[config.mk]
export PLATFORM = sky130hd
export DESIGN_NAME = xcrg_top
export DESIGN_NICKNAME = d
export VERILOG_FILES = /design/src/rtl/xcrg_pkg.sv /design/src/rtl/xcrg_top.sv
export VERILOG_INCLUDE_DIRS = /design/src /design/src/rtl
export SDC_FILE = /design/constraint.sdc
export NUM_CORES = 1
export LEC_CHECK = 0
export ABC_AREA = 1
export BUFFER_PORTS_ARGS = -buffer_cell sky130_fd_sc_hd__buf_2
export CORE_ASPECT_RATIO = 0.75
export CORE_MARGIN = 2
export CORE_UTILIZATION = 58
export DETAILED_ROUTE_END_ITERATION = 8
export PLACE_DENSITY = 0.86
export SYNTH_ARGS = -nofsm -noshare
export SYNTH_HDL_FRONTEND = slang
export SYNTH_SLANG_ARGS = --single-unit
[constraint.sdc]
create_clock -name clock -period 3.4 [get_ports clock]
set_clock_uncertainty 0.15 [all_clocks]
set_input_delay 0.68 -clock clock [delete_from_list [all_inputs] [get_ports clock]]
set_output_delay 0.68 -clock clock [all_outputs]
set_load 0.01 [all_outputs]
[src/rtl/xcrg_map.svh]
// Offsets, field positions, reset values and timing counts of the clock/reset generator
`ifndef XCRG_MAP_SVH
`define XCRG_MAP_SVH
// Clock period; the clock runs at twice the crystal rate
`define XCRG_CLK_NS 10
`define XCRG_CLK_PER_XTO 2
// Oscillator start-up time constant and the least multiple waited
`define XCRG_TAU_NS 100
`define XCRG_TAU_MIN 10
`define XCRG_START_CYC ((`XCRG_TAU_MIN * `XCRG_TAU_NS + `XCRG_CLK_NS - 1) / `XCRG_CLK_NS)
// Host clock is crystal / 3, digital tick is crystal / 16
`define XCRG_HOST_DIV 3
`define XCRG_HOST_HALF ((`XCRG_HOST_DIV * `XCRG_CLK_PER_XTO) / 2)
`define XCRG_DCLK_DIV 16
`define XCRG_DCLK_CYC (`XCRG_DCLK_DIV * `XCRG_CLK_PER_XTO)
// Register indexes
`define XCRG_ADDR_CREG1 4'h0
`define XCRG_ADDR_CREG2 4'h1
`define XCRG_ADDR_CREG3 4'h2
`define XCRG_ADDR_CREG4 4'h3
`define XCRG_ADDR_CREG6 4'h5
`define XCRG_ADDR_STATUS 4'h7
`define XCRG_ADDR_CMD 4'h8
// Reset values
`define XCRG_CREG1_RST 8'h80
`define XCRG_CREG2_RST 8'h00
`define XCRG_CREG3_RST 8'hc0
`define XCRG_CREG4_RST 8'h10
`define XCRG_CREG6_RST 8'h00
// Field positions
`define XCRG_LOW_BAND_BIT 4
`define XCRG_CLKON_BIT 7
`define XCRG_SOEN_BIT 6
`define XCRG_OFF_BIT 0
// Twice the integer-plus-half synthesizer bases
`define XCRG_BASE_LOW 8'h31
`define XCRG_BASE_MID 8'h41
`define XCRG_BASE_HIGH 8'h81
`endif

[src/rtl/xcrg_pkg.sv]
// Types shared by the clock/reset generator
package xcrg_pkg;
    typedef enum logic [1:0]
    {
        XCRG_OFF = 2'h0,
        XCRG_START = 2'h1,
        XCRG_ON = 2'h3
    } xcrg_state_type;

    // Supply monitor flags
    typedef struct packed
    {
        logic digital_supply_good;
        logic supply_out_good;
        logic battery_low;
    } xcrg_mon_type;

    // Synthesizer setting: twice the base, and the frequency word
    typedef struct packed
    {
        logic [7:0] base_x2;
        logic [12:0] synth_frequency_word;
    } xcrg_synth_type;
endpackage

[src/rtl/xcrg_top.sv]
// Crystal clock, host reset, tick dividers, supply flags and power-on control
`include "xcrg_map.svh"
// Summary of operation
// Oscillator good after detector and 10 taus
// Good oscillator releases reset, enables host clock
// Load capacitors partly off in idle/sleep
// RF base chosen by band bit and pin
// Frequency word is sum of two parts
// Host programs word 3803..4053 single channel
// Host clock is crystal divided by three
// Host clock 50% duty, short first cycle; the divider here restarts on enable, so its first half is full
// Digital tick is crystal divided by sixteen
// Baud period is tick times limit times range
// Polling and baud timed from divided tick
// Supply output off by bit, on at wake
// Host reset low below low supply threshold
// Power-on input high wakes the device
// Any low button input wakes the device
// Three supply monitor flags are produced
// Off state ignores serial accesses entirely; the gate is registered, so the first off cycle still passes them
// Internal supply reset restores register defaults
// Disabled clock holds dividers clear, output low
// Baud counter wraps with one-cycle pulse
module xcrg_top
    import xcrg_pkg::*;
(
    // Clock and reset
    input wire logic clock,
    input wire logic nrst,
    // Register port
    input wire logic [3:0] reg_addr,
    input wire logic [7:0] reg_wdata,
    input wire logic reg_write,
    input wire logic reg_read,
    output logic [7:0] reg_rdata,
    // Analogue comparators and amplitude detector
    input wire logic amp_detect,
    input wire logic digital_supply_above,
    input wire logic supply_out_above_low,
    input wire logic supply_out_above_batt,
    input wire logic aux_above_threshold,
    // Wake pins and band select pin
    input wire logic power_on_input,
    input wire logic [4:0] wake_button_inputs_n,
    input wire logic band_pin,
    // Clocks, ticks and reset to the host
    output logic host_clock,
    output logic host_reset_n,
    output logic digital_tick,
    output logic baud_tick,
    // Status and control outputs
    output logic osc_amplitude_good,
    output logic osc_enable,
    output logic supply_output,
    output logic load_cap_connect,
    output logic serial_access_enable,
    output xcrg_mon_type mon_flags,
    output xcrg_synth_type synth
);
    xcrg_state_type state_q;
    logic [7:0] creg1_q, creg2_q, creg3_q, creg4_q, creg6_q;
    logic [7:0] start_cnt_q;
    logic [1:0] host_cnt_q;
    logic [4:0] dclk_cnt_q;
    logic [10:0] baud_cnt_q;
    logic dreset_q, wake_req, host_clk_en, tick_en, wr_ok;
    logic [10:0] baud_target;
    // Baud period in digital ticks for a range and limit
    function automatic logic [10:0] baud_len(input logic [1:0] range, input logic [7:0] limit);
        case (range)
            2'h0: baud_len = {limit, 3'h0};
            2'h1: baud_len = {1'h0, limit, 2'h0};
            2'h2: baud_len = {2'h0, limit, 1'h0};
            default: baud_len = {3'h0, limit};
        endcase
    endfunction
    assign wake_req = power_on_input | ~(&wake_button_inputs_n) | aux_above_threshold;
    assign host_clk_en = osc_amplitude_good & mon_flags.supply_out_good
        & creg3_q[`XCRG_CLKON_BIT] & ~dreset_q;
    assign tick_en = osc_amplitude_good & ~dreset_q;
    assign wr_ok = reg_write & serial_access_enable;
    assign baud_target = baud_len(creg6_q[1:0], creg4_q);
    // Power state: off until a wake request, back off on command
    always_ff @(posedge clock or negedge nrst)
    begin
        if (!nrst)
            state_q <= XCRG_OFF;
        else
            case (state_q)
                XCRG_OFF:
                    if (wake_req)
                        state_q <= XCRG_START;
                XCRG_START:
                    if (osc_amplitude_good)
                        state_q <= XCRG_ON;
                XCRG_ON:
                    // An off command is refused while any wake source is still asserted
                    if (wr_ok && reg_addr == `XCRG_ADDR_CMD && reg_wdata[`XCRG_OFF_BIT]
                        && !wake_req)
                        state_q <= XCRG_OFF;
                default:
                    state_q <= XCRG_OFF;
            endcase
    end
    // Internal supply reset: off, digital supply low, or supply drop while enabled
    always_ff @(posedge clock or negedge nrst)
    begin
        if (!nrst)
            dreset_q <= 1'b1;
        else
            dreset_q <= state_q == XCRG_OFF || !digital_supply_above
                || (!supply_out_above_low && creg3_q[`XCRG_SOEN_BIT]);
    end
    // Oscillator enable and start-up wait
    always_ff @(posedge clock or negedge nrst)
    begin
        if (!nrst)
        begin
            osc_enable <= 1'b0;
            start_cnt_q <= 8'h00;
            osc_amplitude_good <= 1'b0;
        end
        else
        begin
            osc_enable <= state_q != XCRG_OFF;
            if (!osc_enable)
                start_cnt_q <= 8'h00;
            else if (start_cnt_q < 8'(`XCRG_START_CYC))
                start_cnt_q <= start_cnt_q + 8'h01;
            // Detector alone is not trusted before ten time constants
            osc_amplitude_good <= osc_enable && amp_detect
                && start_cnt_q >= 8'(`XCRG_START_CYC);
        end
    end
    // Control registers, defaults restored by the internal supply reset
    always_ff @(posedge clock or negedge nrst)
    begin
        if (!nrst)
        begin
            creg1_q <= `XCRG_CREG1_RST;
            creg2_q <= `XCRG_CREG2_RST;
            creg3_q <= `XCRG_CREG3_RST;
            creg4_q <= `XCRG_CREG4_RST;
            creg6_q <= `XCRG_CREG6_RST;
        end
        else if (dreset_q)
        begin
            creg1_q <= `XCRG_CREG1_RST;
            creg2_q <= `XCRG_CREG2_RST;
            creg3_q <= `XCRG_CREG3_RST;
            creg4_q <= `XCRG_CREG4_RST;
            creg6_q <= `XCRG_CREG6_RST;
        end
        else if (wr_ok)
            case (reg_addr)
                `XCRG_ADDR_CREG1: creg1_q <= reg_wdata;
                `XCRG_ADDR_CREG2: creg2_q <= reg_wdata;
                `XCRG_ADDR_CREG3: creg3_q <= reg_wdata;
                `XCRG_ADDR_CREG4: creg4_q <= reg_wdata;
                `XCRG_ADDR_CREG6: creg6_q <= reg_wdata;
                default: creg1_q <= creg1_q;
            endcase
    end
    // Read port; nothing answers while serial access is off
    always_ff @(posedge clock or negedge nrst)
    begin
        if (!nrst)
            reg_rdata <= 8'h00;
        else if (!reg_read || !serial_access_enable)
            reg_rdata <= 8'h00;
        else
            case (reg_addr)
                `XCRG_ADDR_CREG1: reg_rdata <= creg1_q;
                `XCRG_ADDR_CREG2: reg_rdata <= creg2_q;
                `XCRG_ADDR_CREG3: reg_rdata <= creg3_q;
                `XCRG_ADDR_CREG4: reg_rdata <= creg4_q;
                `XCRG_ADDR_CREG6: reg_rdata <= creg6_q;
                `XCRG_ADDR_STATUS: reg_rdata <= {state_q == XCRG_ON, osc_amplitude_good,
                    host_reset_n, mon_flags, supply_output, 1'b0};
                default: reg_rdata <= 8'h00;
            endcase
    end
    // Monitor flags and serial access gate
    always_ff @(posedge clock or negedge nrst)
    begin
        if (!nrst)
        begin
            mon_flags <= '0;
            serial_access_enable <= 1'b0;
        end
        else
        begin
            mon_flags.digital_supply_good <= digital_supply_above;
            mon_flags.supply_out_good <= supply_out_above_low;
            mon_flags.battery_low <= !supply_out_above_batt;
            serial_access_enable <= state_q != XCRG_OFF && supply_out_above_low;
        end
    end
    // Host reset with hysteresis: falls at 2.3 V, releases above 2.38 V
    always_ff @(posedge clock or negedge nrst)
    begin
        if (!nrst)
            host_reset_n <= 1'b0;
        else if (!supply_out_above_low || !osc_amplitude_good || state_q == XCRG_OFF)
            host_reset_n <= 1'b0;
        else if (supply_out_above_batt && digital_supply_above)
            host_reset_n <= 1'b1;
    end
    // Supply output: bit clears it, only a wake turns it on again
    always_ff @(posedge clock or negedge nrst)
    begin
        if (!nrst)
            supply_output <= 1'b0;
        else if (state_q == XCRG_OFF)
            supply_output <= wake_req;
        else if (!creg3_q[`XCRG_SOEN_BIT] && !dreset_q)
            supply_output <= 1'b0;
    end
    // Load capacitors: partly off in idle (00) and sleep (01)
    always_ff @(posedge clock or negedge nrst)
    begin
        if (!nrst)
            load_cap_connect <= 1'b0;
        else
            load_cap_connect <= state_q == XCRG_ON && creg1_q[1];
    end
    // Synthesizer word and base
    always_ff @(posedge clock or negedge nrst)
    begin
        if (!nrst)
            synth <= '0;
        else
        begin
            synth.synth_frequency_word <= {5'h00, creg2_q} + {creg3_q[4:0], 8'h00};
            if (!band_pin)
                synth.base_x2 <= `XCRG_BASE_HIGH;
            else if (creg1_q[`XCRG_LOW_BAND_BIT])
                synth.base_x2 <= `XCRG_BASE_LOW;
            else
                synth.base_x2 <= `XCRG_BASE_MID;
        end
    end
    // Host clock divider; the count is held clear until enable, so the first half is a full three cycles
    always_ff @(posedge clock or negedge nrst)
    begin
        if (!nrst)
        begin
            host_cnt_q <= 2'h0;
            host_clock <= 1'b0;
        end
        else if (!host_clk_en)
        begin
            host_cnt_q <= 2'h0;
            host_clock <= 1'b0;
        end
        else if (host_cnt_q == 2'(`XCRG_HOST_HALF - 1))
        begin
            host_cnt_q <= 2'h0;
            host_clock <= !host_clock;
        end
        else
            host_cnt_q <= host_cnt_q + 2'h1;
    end
    // Digital tick divider
    always_ff @(posedge clock or negedge nrst)
    begin
        if (!nrst)
        begin
            dclk_cnt_q <= 5'h00;
            digital_tick <= 1'b0;
        end
        else if (!tick_en)
        begin
            dclk_cnt_q <= 5'h00;
            digital_tick <= 1'b0;
        end
        else
        begin
            dclk_cnt_q <= dclk_cnt_q + 5'h01;
            digital_tick <= dclk_cnt_q == 5'(`XCRG_DCLK_CYC - 1);
        end
    end
    // Baud tick counts digital ticks; a zero limit stops it
    always_ff @(posedge clock or negedge nrst)
    begin
        if (!nrst)
        begin
            baud_cnt_q <= 11'h000;
            baud_tick <= 1'b0;
        end
        else if (!tick_en || baud_target == 11'h000)
        begin
            baud_cnt_q <= 11'h000;
            baud_tick <= 1'b0;
        end
        else if (digital_tick)
        begin
            baud_tick <= baud_cnt_q + 11'h001 >= baud_target;
            baud_cnt_q <= (baud_cnt_q + 11'h001 >= baud_target) ? 11'h000
                : baud_cnt_q + 11'h001;
        end
        else
            baud_tick <= 1'b0;
    end
endmodule

# After elaboration in Yosys (flattened, before gate mapping)
# Index checks and enable logic that the tools add are counted.
[op_classes]
add_sub_neg = 5
n_lt_le_gt_ge = 3
eq_ne = 17
muxes = 41
n_bitwise = 9
n_reduce_logical = 48
[op_table]
columns = ["cell", "count"]
rows = [
  ["$mux 8", 19],
  ["$pmux 8 s6", 1],
  ["$mux 11", 3],
  ["$pmux 11 s3", 1],
  ["$reduce_bool 2->1", 10],
  ["$add 8x13->13", 1],
  ["$add 11x1->11 const B", 1],
  ["$ge 11x11->1", 1],
  ["$logic_not 1->1", 11],
  ["$logic_not 11->1", 1],
  ["$logic_and 1x1->1", 10],
  ["$mux 2", 5],
  ["$reduce_and 2->1", 5],
  ["$mux 1", 9],
  ["$add 8x1->8 const B", 1],
  ["$eq 4x2->1 const B", 2],
  ["$eq 4x3->1 const B", 2],
  ["$ge 8x7->1 const B", 1],
  ["$lt 8x7->1 const B", 1],
  ["$mux 7", 1],
  ["$eq 2x2->1 const B", 3],
  ["$logic_or 1x1->1", 6],
  ["$ne 2x2->1 const B", 3],
  ["$pmux 2 s3", 1],
  ["15 further kinds", 24],
]
[word_totals]
regBits = 110
input_bits = 28
out_inout_bits = 41
word_cells = 149

# Depth between registers and ports, before layout
[depth]
word_depth = 8
mapped_depth = 19
mapped_depth_nobuf = 18

# Worst setup path after synthesis
# OpenSTA, ideal clock, no wires.
[synth_timing]
kind = "register to register"
from = "register baud_cnt_q[0]"
to = "register baud_cnt_q[6]"
setup_time_ns = 0.118
arrival_time_ns = 2.284
required_time_ns = 3.132
setup_slack_ns = 0.848
path_stages_with_launch = 18
n_path_buf = 1
synth_period_minus_slack_ns = 2.552
path_cell_list = "dfrtp_1 -> ha_1 -> nand3_1 -> nor2_1 -> inv_1 -> o21ai_0 -> inv_1 -> ha_1 -> nand2_1 -> nor2_1 -> nand2_1 -> a21oi_1 -> nor2_1 -> nand2_1 -> buf_2 -> nor2_1 -> nand4_1 -> nand2_1"
[synth_between]
elab_chain_len = 5
[synth_rtl]
columns = ["item", "line", "text"]
rows = [
  ["start: declaration", "xcrg_top.sv:65", "logic [10:0] baud_cnt_q;"],
  ["start signal: assignment", "xcrg_top.sv:299", "baud_cnt_q <= (baud_cnt_q + 11'h001 >= baud_target) ? 11'h000"],
  ["$add 11x1->11 (*)", "xcrg_top.sv:299, xcrg_top.sv:300", ""],
  ["$ge 11x11->1", "xcrg_top.sv:299", ""],
  ["$mux 11 (*)", "xcrg_top.sv:299", ""],
  ["$mux 11 (*)", "xcrg_top.sv:296", "else if (digital_tick)"],
  ["$mux 11 (*)", "xcrg_top.sv:291", "else if (!tick_en || baud_target == 11'h000)"],
]
# Mark *: on every way between the ends. The rest lies on a longest branch, timed or not. The select of a mux whose other input is x is not followed.
# A chain may end at the register's enable or synchronous reset.

# Final worst setup path
[layout_timing]
from = "register baud_cnt_q[0]"
to = "register baud_cnt_q[10]"
# Same word-level chain as after synthesis.

==> flow_summary_export.csv <==
group,metric,value,unit
yosys,yosysSeqAreaShare,50.3,%
worst_hold_path,min_path_type,"in2async",
critical_path,timing.rr.end,"baud_cnt_q[10]$_DFFE_PN0P_",
global_route,first_global_vias,4391,
critical_path,reg2reg_setup_slack,0.49,ns
cells_and_area,fin_cells,801,
sta,finalCriticalPeriod,2.91,ns
critical_path,rr_worst_depth,16,
yosys,yosys.area.top_type_share,47.8,%
placement,dpl.hpwl,9.06,mm
cells_and_area,regArea,0.00266,mm²
floorplanning,dieArea,0.00990,mm²
clock_network,clk_latency,0.35,ns
sta,drv_slew,0,
sta,hold_viol,0,
clock_network,cts_buffers,9,
yosys,synth_area,0.00528,mm²
clock_network,cts_hold_buffers,0,
yosys,synth.distinct_cells,44,
floorplanning,start_util,59.1,%
clock_network,cts_tree,"built",
yosys,synthCells,624,
clock_network,cts.sinks,106,
cells_and_area,drive_gt1_share,17.9,%
sta,period_share,85.6,%
clock_network,htree_num_levels,3,
detailed_routing,vias,4601,
placement,dpl.cell_count,785,
detailed_routing,ant_nets,0,
clock_network,clk_pin_slew_worst_paths,0.07,ns
detailed_routing,first_iter_violations,358,
flow_run,max_cap_viol_count,0,
yosys,syn_area_per_cell,8.47,µm²
sta,tightest_slew,0.991,ns
yosys,synth.ff_latch_count,106,
critical_path,crit_type,"reg2reg",
floorplanning,die_h,86.7,µm
detailed_routing,via_per_inst,5.74,
yosys,ys_top_cells_by_area,"dfrtp_1, nand2_1, inv_1",
cells_and_area,areaGrowthSynthToFinish,12.7,%
yosys,yosys.area.top_type,"dfrtp_1",
clock_network,cts_root_buf,"clkbuf_16",
yosys,yosysWarnings,0,
global_route,antenna_found_initial,0,
detailed_routing,drc_errors,0,
cells_and_area,final_nets,728,
yosys,synth_edf_count,0,
detailed_routing,routed_wl,12.6,mm
run_status,outcome,"complete, no violations",
cells_and_area,antennaDiodeCount,0,
sta,hold_slack,0.196,ns
global_route,grtUsageTotal,27.2,%
clock_network,clockBufferDepth,2,
critical_path,worstSetupStartpointType,"flop",
yosys,synth_ff_type,"dfrtp_1",
yosys,synthArstFlopShare,100,%
floorplanning,coreArea,0.00893,mm²
pwr,ir_drop,0.375,mV
sta,setup_violations,0,
detailed_routing,wl_per_cell,15.8,µm
placement,place.gp.congestion,0.942,
pwr,leakagePower,3.05,nW
sta,fmax,344,MHz
clock_network,cts_resized,0,
global_route,grt_max_degree,57,
floorplanning,rows,30,
cells_and_area,multi_input_area,0.00219,mm²
detailed_routing,first_pass_iters,5,
critical_path,crit_path_end_kind,"flop",
cells_and_area,fillers,699,
floorplanning,fp.dieW,114,µm
floorplanning,ios,69,
sta,rsz0062_at_grt,"false",
global_route,grt_overflow,0,
sta,tns,0,ns
global_route,grt_pass1_wl,20.8,mm
critical_path,crit_fanout,11,
critical_path,arrival,3.05,ns
pwr,power.density,642,mW/mm²
critical_path,worstPathRequired,3.54,ns
sta,relSlewSlack,33.9,%
clock_network,cts_post_setup_buffers_inserted,0,
critical_path,r2r_start,"baud_cnt_q[0]$_DFFE_PN0P_",
placement,io_buffers,65,
power breakdown:
| group | switching (W) | internal, W |
|---|---|---|
| clock network | 0.000496 | 0.000587 |
| registers | 0.000224 | 0.00151 |
| logic | 0.000690 | 0.000318 |
| total | 0.00141 | 0.00241 |
metrics by stage:
| stage | power, W | area, µm² | util (%) | setup slack, ns |
|---|---|---|---|---|
| 2_1_floorplan | 0.00245 | 5290 | - | 0.848 |
| 3_3_place_gp | 0.00266 | 5640 | 63.1 | 0.598 |
| 3_5_place_dp | 0.00273 | 5640 | 63.1 | 0.425 |
| 6_report | 0.00382 | 5950 | 66.7 | 0.489 |
| 5_1_grt | 0.00403 | 5950 | 66.7 | 0.0790 |
| 4_1_cts | 0.00382 | 5950 | 66.6 | 0.409 |
kinds of logic after synthesis:
logic type	synth area share, %
flip-flops	50.3
AO/OA/AOI/OAI	10.9
AND/OR/NAND/NOR	25.7
buffers and inverters	8.50
XOR/XNOR	0.663
other	0.142
adder cells (fa/ha/maj)	3.79
final cells by class:
cell class                 count  share of cell area (%)
sequential                   106                    44.7
multi-input combinational    420                    36.7
timing repair buffer          67                    5.97
clock inverter                 7                    1.45
tap                          112                    2.35
clock buffer                   9                    3.78
inverter                      80                    5.09
registers in the layout (all words and copies together), names as in the netlist, 2 cells and up:
register     flops
start_cnt_q      8
mon_flags        3
dclk_cnt_q       5
reg_rdata        8
baud_cnt_q      11
creg4_q          8
creg2_q          8
synth           17
state_q          2
host_cnt_q       2
creg6_q          8
creg1_q          8
creg3_q          8
per-layer routing:
layer  vias to the layer above  share of wire [%]  routed length [µm]  GRT usage, %
li1                       2152                  -                   -             -
met1                      2153                 42                5290          36.4
met2                       259                 46                5840          43.9
met3                        37                9.8                1250          6.92
met4                         0                2.2                 276          8.76
met5                         -                  0                   0             0
critical path, stage by stage (launching register included):
cell and delay, ns:
dfrtp_1 0.48, ha_1 0.29, nand3_1 0.12, nor2_1 0.13, inv_1 0.06, o21ai_0 0.22, inv_1 0.08, ha_1 0.31
nand2_1 0.10, nor2_1 0.06, nand2_1 0.06, a21oi_1 0.04, nor2_1 0.18, nand2_2 0.19, nor2_1 0.15, nand4_1 0.11
nand2_1 0.10
cells in the mapped netlist (4+ instances only):
cell,instances
o21ai_0,48
nor3_1,9
buf_4,4
nor2_4,4
dfrtp_1,101
a21oi_1,17
a211oi_1,4
inv_1,76
nand2_1,145
o21ai_1,11
ha_1,16
buf_2,9
nand4_1,27
nand2_2,6
nor2_1,52
nand3_1,32
a31oi_1,4
dfstp_2,5
nand3_2,6
nor2_2,6
xor2_1,4
buf_6,6
worst max-delay path by stage:
stage | to | slack (ns) | cells after the start | start
floorplan | baud_cnt_q[6]$_DFFE_PN0P_ | 0.85 | 17 | baud_cnt_q[0]$_DFFE_PN0P_
global placement | baud_cnt_q[6]$_DFFE_PN0P_ | 0.60 | 16 | baud_cnt_q[0]$_DFFE_PN0P_
detailed placement | baud_cnt_q[10]$_DFFE_PN0P_ | 0.43 | 16 | baud_cnt_q[0]$_DFFE_PN0P_
CTS | baud_cnt_q[7]$_DFFE_PN0P_ | 0.41 | 16 | baud_cnt_q[0]$_DFFE_PN0P_
global route | baud_cnt_q[10]$_DFFE_PN0P_ | 0.08 | 16 | baud_cnt_q[0]$_DFFE_PN0P_
finish | baud_cnt_q[10]$_DFFE_PN0P_ | 0.49 | 16 | baud_cnt_q[0]$_DFFE_PN0P_
placed cells by master, fill, tap and decap left out, types with 7 or more instances in the layout:
| cell | count |
|---|---|
| nand2_1 | 144 |
| dfrtp_1 | 101 |
| inv_1 | 76 |
| buf_2 | 64 |
| nor2_1 | 52 |
| o21ai_0 | 48 |
| nand3_1 | 32 |
| nand4_1 | 27 |
| a21oi_1 | 17 |
| ha_1 | 16 |
| o21ai_1 | 11 |
| nor3_1 | 9 |
| clkbuf_16 | 9 |
| nand2_2 | 7 |
Note: power is estimated with default switching activity, not from simulation.
